File: config.mk
export PLATFORM = sky130hd
export DESIGN_NAME = rco_top
export DESIGN_NICKNAME = d
export VERILOG_FILES = /design/src/core/rco_div.v /design/src/core/rco_top.v
export VERILOG_INCLUDE_DIRS = /design/src /design/src/core
export SDC_FILE = /design/constraint.sdc
export NUM_CORES = 1
export LEC_CHECK = 0
export BUFFER_PORTS_ARGS = -buffer_cell sky130_fd_sc_hd__clkbuf_2
export CELL_PAD_IN_SITES_DETAIL_PLACEMENT = 1
export CELL_PAD_IN_SITES_GLOBAL_PLACEMENT = 2
export CORE_ASPECT_RATIO = 1.4
export CORE_UTILIZATION = 25
export CTS_CLUSTER_DIAMETER = 200
export DETAILED_ROUTE_END_ITERATION = 7
export PLACE_DENSITY = 0.71
export SLEW_MARGIN = 20
export SYNTH_ARGS = -nofsm -noshare
export SYNTH_HDL_FRONTEND = slang
export SYNTH_SLANG_ARGS = --single-unit
File: constraint.sdc
create_clock -name sys_clk -period 8.22 [get_ports sys_clk]
set_input_delay 1.644 -clock sys_clk [delete_from_list [all_inputs] [get_ports sys_clk]]
set_output_delay 1.644 -clock sys_clk [all_outputs]
set_load 0.01 [all_outputs]
File: src/core/rco_regs.vh
// Reset values, field widths and codes of the reference clock output
`ifndef RCO_REGS_VH
`define RCO_REGS_VH

// Number of selectable clock sources and width of the source field
`define RCO_SRC_N 4
`define RCO_SRC_W 2
`define RCO_SRC_RST 2'h0

// Divider field: code n divides by two to the n
`define RCO_DIV_W 3
`define RCO_DIV_RST 3'h0
`define RCO_DIV_BYPASS 3'h0

// Duty field codes; upper bit resets to one for 50 percent
`define RCO_DUTY_W 2
`define RCO_DUTY_RST 2'h2
`define RCO_DUTY_OFF 2'h0
`define RCO_DUTY_25 2'h1
`define RCO_DUTY_50 2'h2
`define RCO_DUTY_75 2'h3

// Enable bit reset value
`define RCO_EN_RST 1'b0

// Half-period counter width, covers 2 * 128 half periods
`define RCO_CNT_W 8

`endif

File: src/core/rco_div.v
// Half-period counter for the reference clock divider
`timescale 1ns/10ps
`include "rco_regs.vh"

module rco_div (
  input wire sys_clk,
  input wire rst_n,
  input wire hold,
  input wire clear,
  input wire step,
  input wire [`RCO_DIV_W-1:0] div_sel,
  output wire [`RCO_CNT_W-1:0] cnt
);

  reg [`RCO_CNT_W-1:0] cnt_r;
  reg [`RCO_CNT_W-1:0] cnt_nxt;
  wire [`RCO_CNT_W-1:0] wrap_mask;

  // Period is 2^(n+1) half periods of the source
  assign wrap_mask = {{(`RCO_CNT_W-1){1'b0}}, 1'b1} << div_sel;

  always @* begin
    cnt_nxt = cnt_r;
    if (clear) begin
      cnt_nxt = {`RCO_CNT_W{1'b0}};
    end else if (step) begin
      cnt_nxt = (cnt_r + 8'h01) & ((wrap_mask << 1) - 8'h01);
    end
  end

  always @(posedge sys_clk) begin
    if (!rst_n) begin
      cnt_r <= {`RCO_CNT_W{1'b0}};
    end else if (!hold) begin
      cnt_r <= cnt_nxt;
    end
  end

  assign cnt = cnt_r;

endmodule // rco_div

File: src/core/rco_top.v
// Reference clock output: source select, divider, duty shaping
//
// Contract
// - Output clock source comes from the source-selection register.
// - Enabling starts output at a source rising edge, no runt pulse.
// - Clearing enable drops the output at once, mid-period.
// - Three-bit divider gives undivided and divide by 2 up to 128.
// - Two-bit duty field gives 25, 50 or 75 percent high time.
// - Undivided setting passes the source through; duty is ignored.
// - Duty field resets to binary 10, giving 50 percent.
// - Runs on system clock; output holds its level during sleep.
// - Settings, edge tracking and generator state stay unaltered across sleep; the source synchronisers keep sampling.
`timescale 1ns/10ps
`include "rco_regs.vh"

module rco_top (
  input wire sys_clk,
  input wire rst_n,
  input wire [`RCO_SRC_N-1:0] src_clk_in,
  input wire sleep_active,
  input wire src_wr,
  input wire [`RCO_SRC_W-1:0] src_wdata,
  input wire ctrl_wr,
  input wire ctrl_en_wdata,
  input wire [`RCO_DIV_W-1:0] ctrl_div_wdata,
  input wire [`RCO_DUTY_W-1:0] ctrl_duty_wdata,
  output wire [`RCO_SRC_W-1:0] ref_source_select_reg,
  output wire ref_output_enable_bit,
  output wire [`RCO_DIV_W-1:0] div_select_field,
  output wire [`RCO_DUTY_W-1:0] duty_select_field,
  output wire ref_clk_out,
  output wire ref_clk_oe,
  output wire ref_running
);

  localparam [2:0] ST_IDLE = 3'h1;
  localparam [2:0] ST_ARM = 3'h2;
  localparam [2:0] ST_RUN = 3'h4;

  // Settings
  reg [`RCO_SRC_W-1:0] src_sel_r;
  reg en_r;
  reg [`RCO_DIV_W-1:0] div_r;
  reg [`RCO_DUTY_W-1:0] duty_r;

  // Source synchronisers and edge tracking
  reg [`RCO_SRC_N-1:0] src_meta_r;
  reg [`RCO_SRC_N-1:0] src_sync_r;
  reg src_prev_r;
  wire src_lvl;
  wire src_rise;
  wire src_fall;
  wire src_edge;

  // Generator
  reg [2:0] state_r;
  reg [2:0] state_nxt;
  reg out_r;
  reg out_nxt;
  reg cnt_clear;
  reg cnt_step;
  wire [`RCO_CNT_W-1:0] cnt;
  wire [`RCO_CNT_W-1:0] cnt_after;
  wire stop_now;

  // High time in half periods for a divider code and duty code
  function [`RCO_CNT_W-1:0] high_len;
    input [`RCO_DIV_W-1:0] dv;
    input [`RCO_DUTY_W-1:0] dc;
    reg [`RCO_CNT_W-1:0] quarter;
    begin
      quarter = {{(`RCO_CNT_W-1){1'b0}}, 1'b1} << (dv - 3'h1);
      case (dc)
        `RCO_DUTY_25: high_len = quarter;
        `RCO_DUTY_50: high_len = quarter << 1;
        `RCO_DUTY_75: high_len = (quarter << 1) + quarter;
        default: high_len = {`RCO_CNT_W{1'b0}};
      endcase
    end
  endfunction

  // Count mask for one period of 2^(n+1) half periods; 4-bit shift for n=7
  function [`RCO_CNT_W-1:0] period_mask;
    input [`RCO_DIV_W-1:0] dv;
    begin
      period_mask = ({{(`RCO_CNT_W-1){1'b0}}, 1'b1} <<
        ({1'b0, dv} + 4'h1)) - 8'h01;
    end
  endfunction

  // Setting registers; writes are ignored while asleep
  always @(posedge sys_clk) begin
    if (!rst_n) begin
      src_sel_r <= `RCO_SRC_RST;
      en_r <= `RCO_EN_RST;
      div_r <= `RCO_DIV_RST;
      duty_r <= `RCO_DUTY_RST;
    end else if (!sleep_active) begin
      if (src_wr) begin
        src_sel_r <= src_wdata;
      end
      if (ctrl_wr) begin
        en_r <= ctrl_en_wdata;
        // Taken even while enabled; may glitch the output
        div_r <= ctrl_div_wdata;
        duty_r <= ctrl_duty_wdata;
      end
    end
  end

  // Two-flop synchronisers on every source pin
  always @(posedge sys_clk) begin
    if (!rst_n) begin
      src_meta_r <= {`RCO_SRC_N{1'b0}};
      src_sync_r <= {`RCO_SRC_N{1'b0}};
    end else begin
      src_meta_r <= src_clk_in;
      src_sync_r <= src_meta_r;
    end
  end

  assign src_lvl = src_sync_r[src_sel_r];

  always @(posedge sys_clk) begin
    if (!rst_n) begin
      src_prev_r <= 1'b0;
    end else if (!sleep_active) begin
      src_prev_r <= src_lvl;
    end
  end

  assign src_rise = src_lvl & ~src_prev_r;
  assign src_fall = ~src_lvl & src_prev_r;
  assign src_edge = src_rise | src_fall;

  rco_div i_rco_div (
    .sys_clk(sys_clk),
    .rst_n(rst_n),
    .hold(sleep_active),
    .clear(cnt_clear),
    .step(cnt_step),
    .div_sel(div_r),
    .cnt(cnt)
  );

  // Count value after the step taken on this edge
  assign cnt_after = (cnt + 8'h01) & period_mask(div_r);

  // A clearing write stops the pin on its own edge, not a cycle later
  assign stop_now = ~en_r | (ctrl_wr & ~ctrl_en_wdata & ~sleep_active);

  always @* begin
    state_nxt = state_r;
    out_nxt = out_r;
    cnt_clear = 1'b0;
    cnt_step = 1'b0;
    case (state_r)
      ST_IDLE: begin
        out_nxt = 1'b0;
        cnt_clear = 1'b1;
        if (en_r) begin
          state_nxt = ST_ARM;
        end
      end
      ST_ARM: begin
        out_nxt = 1'b0;
        cnt_clear = 1'b1;
        if (stop_now) begin
          state_nxt = ST_IDLE;
        end else if (src_rise) begin
          // First high phase starts on a whole source edge
          state_nxt = ST_RUN;
          if (div_r == `RCO_DIV_BYPASS) begin
            out_nxt = 1'b1;
          end else begin
            out_nxt = (high_len(div_r, duty_r) != 8'h00);
          end
        end
      end
      ST_RUN: begin
        if (stop_now) begin
          state_nxt = ST_IDLE;
          out_nxt = 1'b0;
          cnt_clear = 1'b1;
        end else if (div_r == `RCO_DIV_BYPASS) begin
          out_nxt = src_lvl;
        end else if (src_edge) begin
          cnt_step = 1'b1;
          // High while the count is below the duty length
          out_nxt = (cnt_after < high_len(div_r, duty_r));
        end
      end
      default: begin
        state_nxt = ST_IDLE;
        out_nxt = 1'b0;
        cnt_clear = 1'b1;
      end
    endcase
  end

  // Sleep freezes the generator, so the pin keeps its level
  always @(posedge sys_clk) begin
    if (!rst_n) begin
      state_r <= ST_IDLE;
      out_r <= 1'b0;
    end else if (!sleep_active) begin
      state_r <= state_nxt;
      out_r <= out_nxt;
    end
  end

  assign ref_source_select_reg = src_sel_r;
  assign ref_output_enable_bit = en_r;
  assign div_select_field = div_r;
  assign duty_select_field = duty_r;
  assign ref_clk_out = out_r;
  assign ref_clk_oe = en_r;
  assign ref_running = (state_r == ST_RUN);

endmodule // rco_top

==> run summary <==
Antenna Cells - 0
GRT Resource Usage Total - 14.8%
CTS tree - done
Final GP Congestion - 0.770
Cell repeated most along the worst path - ha_1
Largest net degree at the start of global routing - 23
Post-route ant nets - 0
CP top delay family - adder cells
Die ar. - 7570 um^2
Layout area overhead - 18.7%
Final net count - 272
Synth area leaders - dfxtp_1, ha_1, nor2_1
FMAX - 294 MHz
Post-synth EDFFs - 0
Critical path arrival - 3580 ps
Slew Limit Headroom - 53.3%
Syn_nets - 248
I/O pins - 28
CTS buffer count - 5
Unrepaired setup endpoints after global routing - false
WL/cell - 14.5 um
Fraction of layout cells with a size suffix above 1 - 18.0%
Vias in the first global route - 1692
Post-synthesis register bit count - 29
Vias - 1643
Drt via density - 4.85
Clock Path Buffers - 2
Pleak - 0.814 nW
Post-synthesis cell count - 219
Yosys top cell by area - dfxtp_1
Post-route DRC - 0
Clk_skew - 5.47 ps
Setup CP Type - register to register
VDD IR-drop max - 0.0000735 V
CP required - 8400 ps
Fin crit period - 3400 ps
Max-cap violations - 0
Setup TNS - 0 ps
Row cnt - 36
Num Clock Sinks - 29
Share of the synthesized area in the top cell type - 32.2%
Final Setup Violations - 0
Die Wd - 73.8 um
Core ar. - 6980 um^2
CP Capture Type - register
Initial antenna violation count - 0
PostCTS Resize Cnt - 0
Port Buffers - 27
Clock Latency Late Sink - 290 ps
Clock slew at reported path FFs - 70 ps
PwrDens - 164 nW/um^2
Inst Count DP - 331
Post-CTS Hold Buffers - 0
Global-route wire length before repair - 8.36 mm
HP Class - register to register
Mapped cell area - 1810 um^2
Grt total ovfl - 0
CTS root buf - clkbuf_8
Critical Path, Cell by Cell - clkinv_1 > ha_1 > nand3_1 > ha_1 > nor4_1 > a21oi_1 > nor2_1 > ha_1 > a211oi_1 > nor2_1 > nor4_1 > o2111ai_1 > o311ai_0
Final core occ - 30.7%
Final Non-Filler Cells - 339
Slew Limit Fails - 0
Startpoint Class - register
Die Span Y - 103 um
Max stage delay cell, worst path - dfxtp_1
Top post-synthesis cells by count - nor2_1, dfxtp_1, nand2_1
Max stage delay on crit path - 770 ps
Worst-margin pin slew - 699 ps
H-tree depth - 2
DRT iter0 DRCs - 49
Most common cell in the synthesized netlist - nor2_1
# Post-CTS Setup Buffers - 0
1st-pass router iterations - 4
Number of buffers and inverters on the critical path - 1
Placement Setup Slack - 4790 ps
Ys Warns - 0
Dpl hpwl - 3.75 mm
Seq/Total Area, Yosys - 32.2%
Initial Util - 25.9%
Max FFs per register - 8
Final instance area - 2140 um^2
Async set-reset flop share out of synthesis - 0%
Placed inst area - 2030 um^2
Synth cell types - 50
Final setup margin - 4820 ps
Crit Path Max Fanout - 21
Period utilization - 41.4%
Final Routed Wirelength - 4.92 mm
Status - finished clean
Mean Syn Cell Area - 8.24 um^2
Final Hold Viols - 0
Main synth FF type - dfxtp_1
metrics by stage:
step | hold WS (ps) | total power, W
final | 435 | 0.000351
after global routing | 451 | 0.000370
after CTS | 440 | 0.000358
after detailed placement | 421 | 0.000201
after global placement | 417 | 0.000201
after floorplan | 412 | 0.000186
worst paths after layout:
check	from	endpoint	slack, ps	cells after the start
max	div_select_field[2]$_SDFFE_PN0P_	ref_clk_out$_SDFFE_PN0P_	4820	13
min	src_meta_r[1]$_SDFF_PN0_	src_sync_r[1]$_SDFF_PN0_	430	1
max reg2reg	div_select_field[2]$_SDFFE_PN0P_	ref_clk_out$_SDFFE_PN0P_	4820	13
min reg2reg	src_meta_r[1]$_SDFF_PN0_	src_sync_r[1]$_SDFF_PN0_	430	1
cell usage in the layout (no fill, tap or decap), types with 3 or more instances in the layout:
cell type	instances
a211oi_1	3
a21oi_1	10
a22oi_1	3
and2_1	10
buf_4	3
clkbuf_2	27
clkbuf_8	5
dfxtp_1	29
ha_1	12
inv_1	6
mux2i_1	9
nand2_1	14
nand3_1	8
nand4_1	4
nor2_1	32
nor2b_1	5
nor3_1	4
nor4_1	4
o21ai_0	7
xnor2_1	5
xor2_1	5
logic make-up (layout without fill, tap and decap cells):
group                      after synthesis  in the layout  synth area share [%]
AOI/OAI and AO/OA                       37             37                  13.5
xor gates and xnor gates                10             10                  4.85
buffers and inverters                   21             46                  4.64
DFF                                     29             29                  32.2
adders and majority gates               13             13                  8.87
and+or+nand+nor                         98             98                  29.1
muxes                                   11             11                  6.86
cell type report:
cell class                      count  area [um^2]
Timing Repair Buffer               30          158
Clock inverter                      3         46.3
Inverter                            8         30.0
Fill cell                         840         4840
Sequential cell                    29          581
Multi-Input combinational cell    169         1140
Clock buffer                        5         68.8
Tap cell                           95          119
power by group:
part | internal, W | total (W) | leakage, nW | switching [W]
registers | 0.000146 | 0.000153 | 0.237 | 0.00000724
logic | 0.0000192 | 0.0000444 | 0.523 | 0.0000251
clock network | 0.0000906 | 0.000154 | 0.0543 | 0.0000635
total | 0.000255 | 0.000351 | 0.814 | 0.0000959
metal layers:
metal | routed length [um] | share of wire [%] | up-vias | track usage (%)
met4 | 104 | 2.1 | 0 | 7.10
met1 | 2130 | 43 | 790 | 17.2
met3 | 92 | 1.9 | 8 | 2.64
met2 | 2590 | 53 | 18 | 26.1
met5 | 0 | 0 | - | 0
li1 | - | - | 827 | -
(Power assumes the default switching activity.)
